`src/inc/ocs_pkg.sv`:
```
/*
 * Shared constants and types of the oscillator control and status registers.
 * Assumes a 32-bit Avalon-MM slave with byte addresses on a six-bit address bus.
 */
package ocs_pkg;

	// Bus, register and source code widths.
	localparam int AW = 6;
	localparam int DW = 32;
	localparam int RW = 16;
	localparam int SW = 3;

	// Register byte offsets.
	localparam logic [AW-1:0] OFF_SWCTRL = 6'h00;
	localparam logic [AW-1:0] OFF_DIV    = 6'h04;
	localparam logic [AW-1:0] OFF_PLLFB  = 6'h08;
	localparam logic [AW-1:0] OFF_TRIM   = 6'h0c;
	localparam logic [AW-1:0] OFF_AUXC   = 6'h10;
	localparam logic [AW-1:0] OFF_AUXFB  = 6'h14;
	localparam logic [AW-1:0] OFF_KEY    = 6'h18;
	localparam logic [AW-1:0] OFF_IRQST  = 6'h1c;
	localparam logic [AW-1:0] OFF_IRQMSK = 6'h20;

	// Field positions of the switch control register, and the no-switch bit of the mode input.
	localparam int CUR_LSB   = 12;
	localparam int NEW_LSB   = 8;
	localparam int LOCK_BIT  = 7;
	localparam int PINLK_BIT = 6;
	localparam int PLLOK_BIT = 5;
	localparam int FAIL_BIT  = 3;
	localparam int SOSC_BIT  = 1;
	localparam int REQ_BIT   = 0;
	localparam int NOSW_BIT  = 1;

	// Unlock keys, written in turn to the key register.
	localparam logic [7:0] KEY1 = 8'h46;
	localparam logic [7:0] KEY2 = 8'h57;

	// Reset values.
	localparam logic [RW-1:0] DIV_RST    = 16'h0100;
	localparam logic [RW-1:0] ZERO_RST   = 16'h0000;

	// Interrupt event bits.
	localparam int IRQ_W   = 3;
	localparam int EV_DONE = 0;
	localparam int EV_FAIL = 1;
	localparam int EV_DENY = 2;

	// Clock source codes.
	typedef enum logic [SW-1:0] {
		SRC_FRC = 3'h0, SRC_FRCPLL = 3'h1, SRC_PRI = 3'h2, SRC_PRIPLL = 3'h3,
		SRC_SEC = 3'h4, SRC_LPRC = 3'h5, SRC_DIV16 = 3'h6, SRC_DIVN = 3'h7
	} ocs_src_t;

	// Unlock progress, Gray coded.
	typedef enum logic [1:0] {
		KY_IDLE = 2'h0, KY_ONE = 2'h1, KY_OPEN = 2'h3
	} ocs_key_t;

	// Switch sequencer states, Gray coded.
	typedef enum logic [1:0] {
		SQ_IDLE = 2'h0, SQ_WAIT = 2'h1, SQ_DONE = 2'h3
	} ocs_sq_t;

endpackage

```
`src/inc/ocs_sw_if.sv`:
```
/*
 * Link between the register file and the switch sequencer.
 * Assumes both ends run on the same clock.
 */
`timescale 1ns/1ps
`default_nettype none
interface ocs_sw_if;
	logic                 req;      // Switch requested.
	logic [ocs_pkg::SW-1:0] target; // Requested source.
	logic                 done;     // Switch complete, one cycle.
	logic [ocs_pkg::SW-1:0] done_src; // Source now running.
	modport ctl (output req, output target, input done, input done_src);
	modport seq (input req, input target, output done, output done_src);
endinterface // ocs_sw_if
`default_nettype wire

```
`src/core/ocs_regs.sv`:
```
/*
 * Oscillator control and status register file with clock switch control,
 * unlock protection, clock-fail flag and a maskable interrupt.
 * Assumes RST_I is the power-on reset and every input is synchronous to SYS_CLK_I.
 */
// Behaviour
// - Registers reset only by power-on reset.
// - Control writes need a preceding unlock.
// - Control shows source, PLL lock, failure.
// - Bits 10-8 hold requested new source.
// - Trim register tunes fast RC frequency.
// - Divisor register sets doze and scalers.
// - Feedback register sets main PLL multiply.
// - Aux control sets aux PLL scalers.
// - Aux feedback register for aux PLL.
// - Three-bit source codes fixed per table.
// - Request bit clears when switch completes.
// - Mode 1x blocks switching and monitor.
`timescale 1ns/1ps
`default_nettype none
module ocs_regs (
	// Clock and power-on reset.
	input  wire logic                     SYS_CLK_I,
	input  wire logic                     RST_I,
	// Avalon-MM slave.
	input  wire logic [ocs_pkg::AW-1:0]   AVS_ADDRESS_I,
	input  wire logic                     AVS_READ_I,
	input  wire logic                     AVS_WRITE_I,
	input  wire logic [ocs_pkg::DW-1:0]   AVS_WRITEDATA_I,
	input  wire logic [3:0]               AVS_BYTEENABLE_I,
	output logic      [ocs_pkg::DW-1:0]   AVS_READDATA_O,
	output logic                          AVS_WAITREQUEST_O,
	// Nonvolatile configuration.
	input  wire logic [ocs_pkg::SW-1:0]   INIT_SRC_I,
	input  wire logic [1:0]               SW_MON_MODE_I,
	// Oscillator status.
	input  wire logic                     PLL_LOCK_I,
	input  wire logic                     CLK_FAIL_I,
	input  wire logic                     SRC_READY_I,
	// Clock system controls.
	output logic      [ocs_pkg::SW-1:0]   SYS_SRC_O,
	output logic      [ocs_pkg::RW-1:0]   CLK_DIV_O,
	output logic      [ocs_pkg::RW-1:0]   PLL_FB_O,
	output logic      [ocs_pkg::RW-1:0]   RC_TRIM_O,
	output logic      [ocs_pkg::RW-1:0]   AUX_CTRL_O,
	output logic      [ocs_pkg::RW-1:0]   AUX_FB_O,
	output logic                          SEC_OSC_EN_O,
	output logic                          PIN_LOCK_O,
	// Interrupt.
	output logic                          IRQ_O
);
	typedef struct packed {
		logic                       wait_r;  // Waitrequest.
		logic [ocs_pkg::DW-1:0]     rdata;   // Read data.
		logic [ocs_pkg::SW-1:0]     cur;     // Current source.
		logic [ocs_pkg::SW-1:0]     nsrc;    // New source.
		logic                       lock;    // Switch lock.
		logic                       pinlk;   // Pin map lock.
		logic                       pllok;   // PLL locked.
		logic                       fail;    // Clock failure.
		logic                       sosc;    // Secondary enable.
		logic                       req;     // Switch request.
		logic [ocs_pkg::RW-1:0]     divisor; // Clock divisor.
		logic [ocs_pkg::RW-1:0]     pllfb;   // PLL feedback.
		logic [ocs_pkg::RW-1:0]     trim;    // RC trim.
		logic [ocs_pkg::RW-1:0]     auxc;    // Aux control.
		logic [ocs_pkg::RW-1:0]     auxfb;   // Aux feedback.
		ocs_pkg::ocs_key_t          key;     // Unlock progress.
		logic [ocs_pkg::IRQ_W-1:0]  irq_st;  // Sticky events.
		logic [ocs_pkg::IRQ_W-1:0]  irq_msk; // Event mask.
		logic                       irq;     // Interrupt level.
	} ocs_st_t;

	ocs_st_t st_q;       // Registered state.
	ocs_st_t st_d;       // Next state.
	ocs_sw_if sw ();     // Sequencer link.

	////////////////////////////////////////////////////////////////////////
	// Byte-lane merge of the low half word, used by every writable register except the key and interrupt mask registers.
	function automatic logic [ocs_pkg::RW-1:0] wmerge(
		input logic [ocs_pkg::RW-1:0] old,
		input logic [ocs_pkg::DW-1:0] wd,
		input logic [3:0]             be
	);
		logic [ocs_pkg::RW-1:0] r;
		r = old;
		if (be[0]) begin
			r[7:0] = wd[7:0];
		end
		if (be[1]) begin
			r[15:8] = wd[15:8];
		end
		return r;
	endfunction

	// Read image of the switch control register; unused bits read zero.
	function automatic logic [ocs_pkg::RW-1:0] ctrl_img(input ocs_st_t s);
		logic [ocs_pkg::RW-1:0] r;
		r = '0;
		r[ocs_pkg::CUR_LSB +: ocs_pkg::SW] = s.cur;
		r[ocs_pkg::NEW_LSB +: ocs_pkg::SW] = s.nsrc;
		r[ocs_pkg::LOCK_BIT]  = s.lock;
		r[ocs_pkg::PINLK_BIT] = s.pinlk;
		r[ocs_pkg::PLLOK_BIT] = s.pllok;
		r[ocs_pkg::FAIL_BIT]  = s.fail;
		r[ocs_pkg::SOSC_BIT]  = s.sosc;
		r[ocs_pkg::REQ_BIT]   = s.req;
		return r;
	endfunction

	////////////////////////////////////////////////////////////////////////
	// Bus decode helpers.
	logic                       rd_take; // Read sampled this edge.
	logic                       wr_acc;  // Write takes effect this edge.
	logic                       rd_acc;  // Read completes this edge.
	logic                       no_sw;   // Switching disabled by mode.
	logic [ocs_pkg::RW-1:0]     cw;      // Merged control write.
	assign rd_take = AVS_READ_I && st_q.wait_r;
	assign wr_acc  = AVS_WRITE_I && !st_q.wait_r;
	assign rd_acc  = AVS_READ_I && !st_q.wait_r;
	assign no_sw   = SW_MON_MODE_I[ocs_pkg::NOSW_BIT];
	assign cw      = wmerge(ctrl_img(st_q), AVS_WRITEDATA_I, AVS_BYTEENABLE_I);

	////////////////////////////////////////////////////////////////////////
	// Next-state logic. Waitrequest drops one cycle after a request and rises
	// again after the accepting edge, so every access costs two cycles.
	always_comb begin
		st_d = st_q;
		st_d.wait_r = !((AVS_READ_I || AVS_WRITE_I) && st_q.wait_r);
		st_d.pllok = PLL_LOCK_I;
		// Read data is captured while waitrequest is still high.
		if (rd_take) begin
			if (AVS_ADDRESS_I == ocs_pkg::OFF_SWCTRL) begin
				st_d.rdata = {16'h0000, ctrl_img(st_q)};
			end else if (AVS_ADDRESS_I == ocs_pkg::OFF_DIV) begin
				st_d.rdata = {16'h0000, st_q.divisor};
			end else if (AVS_ADDRESS_I == ocs_pkg::OFF_PLLFB) begin
				st_d.rdata = {16'h0000, st_q.pllfb};
			end else if (AVS_ADDRESS_I == ocs_pkg::OFF_TRIM) begin
				st_d.rdata = {16'h0000, st_q.trim};
			end else if (AVS_ADDRESS_I == ocs_pkg::OFF_AUXC) begin
				st_d.rdata = {16'h0000, st_q.auxc};
			end else if (AVS_ADDRESS_I == ocs_pkg::OFF_AUXFB) begin
				st_d.rdata = {16'h0000, st_q.auxfb};
			end else if (AVS_ADDRESS_I == ocs_pkg::OFF_IRQST) begin
				st_d.rdata = {{(ocs_pkg::DW-ocs_pkg::IRQ_W){1'b0}}, st_q.irq_st};
			end else if (AVS_ADDRESS_I == ocs_pkg::OFF_IRQMSK) begin
				st_d.rdata = {{(ocs_pkg::DW-ocs_pkg::IRQ_W){1'b0}}, st_q.irq_msk};
			end else begin
				// Key and unmapped offsets read as zero.
				st_d.rdata = 32'h00000000;
			end
		end
		// A status read clears at its accepting edge; events below win.
		if (rd_acc && AVS_ADDRESS_I == ocs_pkg::OFF_IRQST) begin
			st_d.irq_st = '0;
		end
		// hardware ends the request on completion.
		if (sw.done) begin
			st_d.cur = sw.done_src;
			st_d.req = 1'b0;
			st_d.irq_st[ocs_pkg::EV_DONE] = 1'b1;
		end
		if (wr_acc) begin
			// Any write other than a key breaks the unlock sequence.
			st_d.key = ocs_pkg::KY_IDLE;
			if (AVS_ADDRESS_I == ocs_pkg::OFF_KEY) begin
				if (AVS_WRITEDATA_I[7:0] == ocs_pkg::KEY1) begin
					st_d.key = ocs_pkg::KY_ONE;
				end else if (st_q.key == ocs_pkg::KY_ONE &&
				             AVS_WRITEDATA_I[7:0] == ocs_pkg::KEY2) begin
					st_d.key = ocs_pkg::KY_OPEN;
				end
			end else if (AVS_ADDRESS_I == ocs_pkg::OFF_SWCTRL) begin
				if (st_q.key != ocs_pkg::KY_OPEN) begin
					st_d.irq_st[ocs_pkg::EV_DENY] = 1'b1;
				end else begin
					st_d.pinlk = cw[ocs_pkg::PINLK_BIT];
					st_d.sosc  = cw[ocs_pkg::SOSC_BIT];
					st_d.lock = st_q.lock | cw[ocs_pkg::LOCK_BIT];
					if (!cw[ocs_pkg::FAIL_BIT]) begin
						st_d.fail = 1'b0;
					end
					if (!st_q.lock) begin
						st_d.nsrc = cw[ocs_pkg::NEW_LSB +: ocs_pkg::SW];
					end
					if (cw[ocs_pkg::REQ_BIT] && !no_sw && !st_q.lock) begin
						st_d.req = 1'b1;
					end
				end
			end else if (AVS_ADDRESS_I == ocs_pkg::OFF_DIV) begin
				st_d.divisor = wmerge(st_q.divisor, AVS_WRITEDATA_I, AVS_BYTEENABLE_I);
			end else if (AVS_ADDRESS_I == ocs_pkg::OFF_PLLFB) begin
				st_d.pllfb = wmerge(st_q.pllfb, AVS_WRITEDATA_I, AVS_BYTEENABLE_I);
			end else if (AVS_ADDRESS_I == ocs_pkg::OFF_TRIM) begin
				st_d.trim = wmerge(st_q.trim, AVS_WRITEDATA_I, AVS_BYTEENABLE_I);
			end else if (AVS_ADDRESS_I == ocs_pkg::OFF_AUXC) begin
				st_d.auxc = wmerge(st_q.auxc, AVS_WRITEDATA_I, AVS_BYTEENABLE_I);
			end else if (AVS_ADDRESS_I == ocs_pkg::OFF_AUXFB) begin
				st_d.auxfb = wmerge(st_q.auxfb, AVS_WRITEDATA_I, AVS_BYTEENABLE_I);
			end else if (AVS_ADDRESS_I == ocs_pkg::OFF_IRQMSK) begin
				st_d.irq_msk = AVS_WRITEDATA_I[ocs_pkg::IRQ_W-1:0];
			end
		end
		if (CLK_FAIL_I && !no_sw) begin
			// failure sets, winning over a clear.
			st_d.fail = 1'b1;
			st_d.irq_st[ocs_pkg::EV_FAIL] = 1'b1;
		end
		st_d.irq = |(st_d.irq_st & st_d.irq_msk);
		if (RST_I) begin
			st_d = '0;
			st_d.wait_r = 1'b1;
			st_d.cur    = INIT_SRC_I;
			st_d.nsrc   = INIT_SRC_I;
			st_d.divisor = ocs_pkg::DIV_RST;
			// Lock status stays live through reset, so it is valid at release.
			st_d.pllok  = PLL_LOCK_I;
			st_d.pllfb  = ocs_pkg::ZERO_RST;
			st_d.key    = ocs_pkg::KY_IDLE;
		end
	end

	// One register holds the whole state.
	always_ff @(posedge SYS_CLK_I) begin
		st_q <= st_d;
	end

	////////////////////////////////////////////////////////////////////////
	// Outputs are flop fields.
	assign AVS_READDATA_O    = st_q.rdata;
	assign AVS_WAITREQUEST_O = st_q.wait_r;
	assign SYS_SRC_O    = st_q.cur;
	assign CLK_DIV_O    = st_q.divisor;
	assign PLL_FB_O     = st_q.pllfb;
	assign RC_TRIM_O    = st_q.trim;
	assign AUX_CTRL_O   = st_q.auxc;
	assign AUX_FB_O     = st_q.auxfb;
	assign SEC_OSC_EN_O = st_q.sosc;
	assign PIN_LOCK_O   = st_q.pinlk;
	assign IRQ_O        = st_q.irq;
	assign sw.req       = st_q.req;
	assign sw.target    = st_q.nsrc;

	// The switch itself is sequenced in a small module of its own.
	ocs_switch_seq u_seq (
		.sys_clk_i   (SYS_CLK_I),
		.rst_i       (RST_I),
		.src_ready_i (SRC_READY_I),
		.sw          (sw.seq)
	);
endmodule // ocs_regs
`default_nettype wire

```
`src/core/ocs_switch_seq.sv`:
```
/*
 * Clock switch sequencer: takes a request, waits for the new source to be ready,
 * then reports completion for one cycle.
 * Assumes the ready input is synchronous to the system clock.
 */
`timescale 1ns/1ps
`default_nettype none
module ocs_switch_seq (
	// Clock and reset.
	input  wire logic sys_clk_i,
	input  wire logic rst_i,
	// New source ready.
	input  wire logic src_ready_i,
	// Register side.
	ocs_sw_if.seq     sw
);
	typedef struct packed {
		ocs_pkg::ocs_sq_t       state; // Sequencer state.
		logic [ocs_pkg::SW-1:0] tgt;   // Latched target.
	} ocs_seq_st_t;

	ocs_seq_st_t st_q; // Registered state.
	ocs_seq_st_t st_d; // Next state.

	////////////////////////////////////////////////////////////////////////
	// The target is latched at the start so a later write cannot move it.
	always_comb begin
		st_d = st_q;
		case (st_q.state)
			ocs_pkg::SQ_IDLE: begin
				if (sw.req) begin
					st_d.state = ocs_pkg::SQ_WAIT;
					st_d.tgt   = sw.target;
				end
			end
			ocs_pkg::SQ_WAIT: begin
				if (src_ready_i) begin
					st_d.state = ocs_pkg::SQ_DONE;
				end
			end
			default: begin
				st_d.state = ocs_pkg::SQ_IDLE;
			end
		endcase
		if (rst_i) begin
			st_d.state = ocs_pkg::SQ_IDLE;
			st_d.tgt   = '0;
		end
	end

	// State register.
	always_ff @(posedge sys_clk_i) begin
		st_q <= st_d;
	end

	// Completion is the done state itself, so it lasts one cycle.
	assign sw.done     = (st_q.state == ocs_pkg::SQ_DONE);
	assign sw.done_src = st_q.tgt;
endmodule // ocs_switch_seq
`default_nettype wire

```
`config.mk`:
```
export PLATFORM = sky130hd
export DESIGN_NAME = ocs_regs
export DESIGN_NICKNAME = d
export VERILOG_FILES = /design/src/inc/ocs_pkg.sv /design/src/inc/ocs_sw_if.sv /design/src/core/ocs_regs.sv /design/src/core/ocs_switch_seq.sv
export SDC_FILE = /design/constraint.sdc
export NUM_CORES = 1
export LEC_CHECK = 0
export BUFFER_PORTS_ARGS = -buffer_cell sky130_fd_sc_hd__buf_4
export CAP_MARGIN = 40
export CORE_MARGIN = 4
export CORE_UTILIZATION = 53
export DETAILED_ROUTE_END_ITERATION = 10
export PLACE_DENSITY = 0.89
export SKIP_CTS_REPAIR_TIMING = 1
export SYNTH_ARGS = -nofsm -noshare
export SYNTH_HDL_FRONTEND = slang
export SYNTH_SLANG_ARGS = --single-unit
```
`constraint.sdc`:
```
create_clock -name SYS_CLK_I -period 2.06 [get_ports SYS_CLK_I]
set_input_delay 0.206 -clock SYS_CLK_I [delete_from_list [all_inputs] [get_ports SYS_CLK_I]]
set_output_delay 0.206 -clock SYS_CLK_I [all_outputs]
set_load 0.01 [all_outputs]
```
* After elaboration in Yosys (flattened, before gate mapping)
Index checks and enable logic that the tools add are counted.
Operators by class: equality and inequality tests 22, multiplexer cells 66, bitwise operators 9, reductions and logical operators 39
Operator list (number):
- two-way mux 16 bit | 12
- two-way mux 101 bit | 1
- two-way mux 8 bit | 11
- two-way mux 86 bit | 1
- two-way mux 83 bit | 1
- two-way mux 80 bit | 1
- two-way mux 64 bit | 1
- two-way mux 3 bit | 17
- two-way mux 48 bit | 1
- two-way mux 32 bit | 1
- two-way mux 5 bit | 5
- == test 6 x 5 -> 1 bit, second input constant | 4
- AND reduction 5 bit | 4
- AND reduction 6 bit | 3
- AND reduction 9 bit | 2
- == test 8 x 7 -> 1 bit, second input constant | 2
- AND reduction 8 bit | 2
- AND reduction 7 bit | 2
- == test 6 x 4 -> 1 bit, second input constant | 2
- != test 2 bit, second input constant | 6
- nonzero test 2 bit | 6
- logical AND 1 bit | 9
- two-way mux 1 bit | 9
- two-way mux 2 bit | 4
- 16 further kinds | 29
Storage, ports and cells: register bits after elaboration 139, bits of input ports 54, output and inout port bits 119, word-level logic and storage cells 162

* Depth between registers and ports, before layout
Gate-level depths: netlist of run 1.
depth after elaboration 13, gate-level depth with buffers 7, gate-level depth less buffers 5

* By module
A second synthesis of run 1 with hierarchy kept.
Second synthesis, totals: cell total of the unflattened synthesis 719, area total of the unflattened synthesis 6572.6 um2
By module, submodules not included:
- ocs_regs | instances 1, cells each 696, area an instance 6338.6 um2, seq. area each 2422.3 um2
- ocs_switch_seq | instances 1, cells each 23, area an instance 234.0 um2, seq. area each 100.1 um2

* Worst setup path before layout of run 1
OpenSTA, ideal clock, no wires.
path kind input to register, start point in AVS_ADDRESS_I[2] (netlist name), end point reg st_q (netlist bit sw.target[0]), enable pin, library setup time 297 ps, data arrival time 1488 ps, required time 1763 ps, slack 274 ps, stages 4, path buffers 1, cells stage by stage buf_4 -> nor4_4 -> nor4b_1 -> a31o_2
On the way: cells in the longest elaborated chain, start to end 3, elaborated cells on any way between the ends 5, those cells by class eq/ne: 2; reduce/logical: 3
RTL lines:
- from (decl) | line ocs_regs.sv:26 | input wire logic [ocs_pkg::AW-1:0] AVS_ADDRESS_I,
- == test 6 x 5 -> 1 bit / logical NOT 6 bit (equally long branches) | line ocs_regs.sv:167, ocs_regs.sv:174
- != test 2 bit (no source line) / nonzero test 2 bit (equally long branches)
- AND reduction 6 bit (no source line) (*)
- to (signal assigned) | line ocs_regs.sv:226 | st_q <= st_d;
- to (decl) | line ocs_regs.sv:74 | ocs_st_t st_q;
Mark *: on every way between the ends. The rest lies on a longest branch, timed or not. A chain may end at the register's enable or synchronous reset.

* Worst setup path in the final report of run 1
start point reg st_q (netlist bit AVS_WAITREQUEST_O), end point reg st_q (netlist bit RC_TRIM_O[15])
On the way: cells in the longest elaborated chain, start to end 3
RTL lines:
- logical NOT 1 bit | line ocs_regs.sv:119 | assign wr_acc = AVS_WRITE_I && !st_q.wait_r;
- logical AND 1 bit | line ocs_regs.sv:119
- AND reduction 7 bit (no source line)
Every way passes these cells.

==> flow_metrics.tcl, run 1 <==
set metrics [dict create \
    synth_cells 736 \
    arrival_ps 2160 \
    wl_per_cell_microns 20.01 \
    ys_seq_elements 123 \
    setup_viol 0 \
    grt_max_degree 38 \
    grt_pass1_wl_microns 28700 \
    layout.nets 847 \
    die_h_microns 116.9 \
    fp.dieW_microns 116.9 \
    drt-total-wl_microns 18990 \
    synth.yosys.seq_area_share_pct 40.14 \
    synth_simple_gate_area_share_pct 17.58 \
    synth_top_family_by_area "compound AO/OA/AOI/OAI gates" \
    multiInputGateArea_sq_um 2758 \
    synth_edf_count 6 \
    drt_iter0_markers 792 \
    yosysTopAreaCell "dfxtp_1" \
    cts_buffer_depth 2 \
    area_delta_synth_final_pct 18.54 \
    register_area_sq_um 2522 \
    coreArea_sq_um 11520 \
    total_power_w 0.005975 \
    cts.sinks 123 \
    cts-root-buf "clkbuf_16" \
    gr-total-overflow 0 \
    dp_cells 916 \
    hold_viol_final 0 \
    dieArea_sq_um 13660 \
    power_density_nw_per_um2 802.2 \
    min_period_ps 1824 \
    grtUsageTotal_pct 27.37 \
    grt_pass1_vias 5440 \
    initial_core_util_pct 54.56 \
    synth_cell_types 57 \
    fill_cells 932 \
    worstMarginPinSlew_ps 683.5 \
    outcome "finished, final reports clean" \
    syn_area_per_cell_sq_um 8.537 \
    utilization_pct 64.68 \
    synth.top_cell.area_share_pct 37.28 \
    final-max-slew-violation-count 0 \
    drive_gt1_share_pct 27.92 \
    synthTopCellsByCount "117 x buf_4, 117 x dfxtp_1, 72 x a21oi_1" \
    synth_compound_area_share_pct 17.94 \
    setup_tns_ps 0 \
    crit_path_end_kind "flop" \
    fmax_ghz 0.5483 \
    async_flop_share_pct 0 \
    dpl.hpwl_microns 13470 \
    h-tree-depth 4 \
    syn_area_sq_um 6284 \
    drtPass1Iterations 5 \
    period_share_pct 88.53 \
    gp_congestion 0.9462 \
    vias_per_cell 6.052 \
    power_leakage_nw 3.047 \
    ir_drop_uv 506.1 \
    clkLatencyLatePin_ps 410 \
    stdcell_count 949 \
    diodes 0 \
    synth_adder_area_share_pct 0 \
    worstSetupStartpointType "flop" \
    ant_nets 0 \
    ys.flop_type "dfxtp_1" \
    vias 5743 \
    rsz0062_at_grt "false" \
    hp-class "primary input to flop" \
    maxCapViolCount 0 \
    muxShareOfSynthArea_pct 7.407 \
    rows 39 \
    drc 0 \
    cts_tree "done" \
    cts_buffers 17 \
    criticalPathCategory "flop to flop" \
    slew_headroom_pct 53.25 \
    ys_top_cells_by_area "dfxtp_1 37%, buf_4 14%, mux2i_1 6.7%, a21oi_1 5.7%, o21ai_0 4.5%" \
    crit_required_ps 2400 \
    num_io_pins 173 \
    skew_ps 5.241 \
    synth_xor_area_share_pct 0 \
    ys_warn_count 0 \
    port_buffers 137 \
    clk_pin_slew_ps 60 \
    cp_max_fo 9 \
    antenna_found_initial 0 \
]
[path summary, 6_finish.rpt]
path	startpoint	end	slack [ps]	depth (start not counted)
hold reg to reg	PIN_LOCK_O	PIN_LOCK_O	490	2
setup reg to reg	AVS_WAITREQUEST_O	RC_TRIM_O[15]	240	6
setup / recovery	AVS_WAITREQUEST_O	RC_TRIM_O[15]	240	6
hold / removal	AVS_READ_I	AVS_WAITREQUEST_O	20	2
[worst max-delay path: stages (launching register included)]
cell	delay (ps)
dfxtp_1	390
nor2b_1	220
buf_4	200
o211ai_4	150
nor2_1	500
nand2_1	130
a21oi_1	160
[placed cells by master (no fill, tap or decap), drive strengths merged, types with 3 or more instances in the layout]
| cell type | synthesis | layout |
|---|---|---|
| inv | 3 | 5 |
| nor2 | 61 | 61 |
| nor2b | 9 | 9 |
| o211ai | 6 | 6 |
| edfxtp | 6 | 6 |
| nor3 | 18 | 18 |
| buf | 125 | 180 |
| and2 | 6 | 6 |
| a22o | 7 | 7 |
| nand3b | 4 | 4 |
| mux2 | 4 | 4 |
| and4 | 3 | 3 |
| a21oi | 72 | 72 |
| mux2i | 42 | 42 |
| nand2b | 6 | 6 |
| o2111ai | 3 | 3 |
| conb | 1 | 16 |
| bufinv | 0 | 4 |
| clkbuf | 33 | 21 |
| dfxtp | 117 | 117 |
| nor4b | 3 | 3 |
| nor4 | 4 | 4 |
| nand2 | 69 | 69 |
| nand3 | 13 | 13 |
| a22oi | 22 | 22 |
| clkinv | 0 | 3 |
| o21ai | 56 | 56 |
| o32ai | 7 | 7 |
| and3 | 14 | 14 |
[layer usage]
| layer | track usage, % | vias up | wire, microns |
|---|---|---|---|
| met4 | 13.30 | 0 | 779 |
| met5 | 0 | - | 0 |
| met3 | 7.249 | 73 | 2203 |
| met2 | 43.84 | 418 | 8972 |
| li1 | - | 2567 | - |
| met1 | 34.30 | 2685 | 7034 |
[metrics by stage]
step                area [sq um]  hold WS (ps)  setup slack, ps
finish                      7448         21.40            236.3
global route                7448         44.62            47.59
CTS                         7438        -116.2            200.3
detailed placement          6822         317.8           -2.198
global placement            6822         317.0            82.72
floorplan                   6340         233.7            274.5
[cells by family (layout without fill, tap and decap cells)]
| family | count (synthesis) | after routing |
|---|---|---|
| AO/OA/AOI/OAI | 186 | 186 |
| buffers and inverters | 161 | 216 |
| flip-flops | 123 | 123 |
| multiplexers | 46 | 46 |
| other | 1 | 16 |
| AND/OR/NAND/NOR | 219 | 219 |
[where the power goes]
part | internal [W] | total (W) | switching (W)
Clock | 0.00205 | 0.00313 | 0.00108
Sequential | 0.00243 | 0.00245 | 0.0000203
Combinational | 0.000142 | 0.000394 | 0.000252
Total | 0.00463 | 0.00597 | 0.00135
[flip-flops by register name (all words and copies together) (netlist names), 2 cells and up]
register           flops
AUX_CTRL_O            16
AUX_FB_O              16
AVS_READDATA_O        16
CLK_DIV_O             16
PLL_FB_O              16
RC_TRIM_O             16
st_q                  11
SYS_SRC_O              3
sw.target              3
u_seq.sw.done_src      3
u_seq.st_q             2
[area by class of cell]
cell class | instances | share of cell area, %
Timing Repair Buffer | 181 | 18.28
Sequential cell | 123 | 33.87
Inverter | 3 | 0.1512
Clock buffer | 21 | 6.047
Clock inverter | 11 | 2.234
Tap cell | 143 | 2.402
Multi-Input combinational cell | 467 | 37.02
No activity file was read; power rests on OpenSTA's default activity.
==> inputs of run 2 (changes only) <==
CORE_UTILIZATION = 57   (was 53)
PLACE_DENSITY = 0.94   (was 0.89)
SETUP_SLACK_MARGIN = 0.5   (was unset)
clock period = 2.4 ns   (was 2.06 ns; I/O delays follow)
==> flow_metrics.tcl, run 2 (same netlist as run 1, synthesis figures left out) <==
set metrics [dict create \
    total_power_w 0.005144 \
    p_switching_w 0.001166 \
    hp-class "primary input to flop" \
    power_leakage_nw 2.982 \
    outcome "finished with violations" \
    rows 38 \
    whs_ps -13.92 \
    layout_common_cells "160 x buf_4, 117 x dfxtp_1, 72 x a21oi_1" \
    gr-total-overflow 0 \
    worstMarginPinSlew_ps 613.5 \
    ir_drop_uv 390.3 \
    internal-power_w 0.003978 \
    drt-total-wl_microns 18710 \
    vias_per_cell 6.090 \
    min_path_cells 3 \
    dpl.hpwl_microns 12750 \
    die_h_microns 113.0 \
    clk_pin_slew_ps 60 \
    ant_nets 0 \
    power_density_nw_per_um2 695.5 \
    num_io_pins 173 \
    path_delay_family "simple AND/OR/NAND/NOR gates" \
    clockPowerShare_pct 52.5 \
    crit_required_ps 2820 \
    port_buffers 137 \
    drtPass1Iterations 6 \
    vias 5682 \
    setup_viol 0 \
    p_sw_share_pct 22.66 \
    reg2reg_depth 4 \
    drc 0 \
    dieArea_sq_um 12770 \
    path_cells "nand2_1, nor2_1, nand2_1, o32ai_1" \
    cp_num_buf_inv 0 \
    hold_viol_final 3 \
    rsz0062_at_grt "false" \
    grtUsageTotal_pct 28.77 \
    maxCapViolCount 0 \
    cts_buffer_depth 2 \
    grt_max_degree 50 \
    slew_headroom_pct 58.04 \
    fmax_ghz 0.5481 \
    power.share.combinational_pct 6.6 \
    cts_tree "done" \
    seqPwrFrac_pct 40.8 \
    initial_core_util_pct 58.22 \
    setup_tns_ps 0 \
    cts-root-buf "clkbuf_8" \
    cpPeakStageDelay_ps 500 \
    min_period_ps 1824 \
    gp_congestion 0.9080 \
    coreArea_sq_um 10790 \
    final-max-slew-violation-count 0 \
    grt_pass1_wl_microns 28840 \
    cts_buffers 17 \
    layout.nets 834 \
    crit_path_frequent_cell "nand2_1" \
    fp.dieW_microns 113.0 \
    timing.critical_path.slowest_stage_cell "dfxtp_1" \
    criticalPathCategory "flop to flop" \
    clkLatencyLatePin_ps 530 \
    cp_max_fo 9 \
    layout_commonest_cell "buf_4" \
    antenna_found_initial 0 \
    crit_cells 4 \
    period_share_pct 76.02 \
    worstSetupStartpointType "flop" \
    area_delta_synth_final_pct 17.70 \
    violations "hold timing" \
    cts.sinks 123 \
    skew_ps 6.037 \
    diodes 0 \
    crit_path_end_kind "flop" \
    drive_gt1_share_pct 26.73 \
    arrival_ps 2240 \
    h-tree-depth 4 \
    wl_per_cell_microns 20.06 \
    grt_pass1_vias 5493 \
    drt_iter0_markers 624 \
]
[run 2: cell types whose count changed in the layout (fill, tap and decap cells not counted), moves of 2 or more]
cell and change:
nor2_2 +2, nor2_4 +2, buf_4 -20, clkbuf_8 +3, dlygate4sd3_1 +7, nor2_1 -4
[run 2: power groups by stage]
stage          logic (W)  registers, W  clock network [W]
4_1_cts         0.000319       0.00210            0.00270
5_1_grt         0.000359       0.00210            0.00280
6_report        0.000341       0.00210            0.00270
2_1_floorplan   0.000199       0.00214                  0
3_5_place_dp    0.000314       0.00214                  0
3_3_place_gp    0.000308       0.00214                  0
[run 2: path summary, 6_finish.rpt]
check,startpoint,to,slack (ps)
worst min-delay path,AVS_WRITEDATA_I[12],AUX_FB_O[12],-10
worst max register to register,AVS_WAITREQUEST_O,AVS_READDATA_O[5],580
worst max-delay path,AVS_WAITREQUEST_O,AVS_READDATA_O[5],580
worst min register to register,u_seq.st_q[3],u_seq.st_q[4],480
[run 2: area by class of cell]
type                    instances  area (sq um)
clock inverters                10         162.7
multi-input cells             467          2780
inverters                       3         11.26
flip-flops and latches        123          2522
well taps                     140         175.2
fillers                       800          3397
repair buffers                168          1281
clock buffers                  22         462.9
[run 2: layer usage]
layer,global-route usage [%],up-vias,wire length [microns]
met5,0,-,0
met4,15.38,0,1053
met3,8.128,100,2124
met2,46.56,412,8806
met1,34.72,2626,6728
li1,-,2544,-
[run 2: per-stage QoR]
step                      cells  util (%)  cell area (sq um)  setup slack, ps
after floorplan             751         -               6340            580.5
after global placement      893     61.78               6668            258.4
after detailed placement    893     61.78               6668            139.4
after CTS                   925     67.57               7293            451.9
after global routing        933     68.53               7396            513.2
final                       933     68.53               7396            575.5
[run 2: worst register-to-register path: cells and delay by family (launching register included)]
kind,cells,cell delay (ps)
compound gates,1,410
flops,1,500
simple gates,3,800
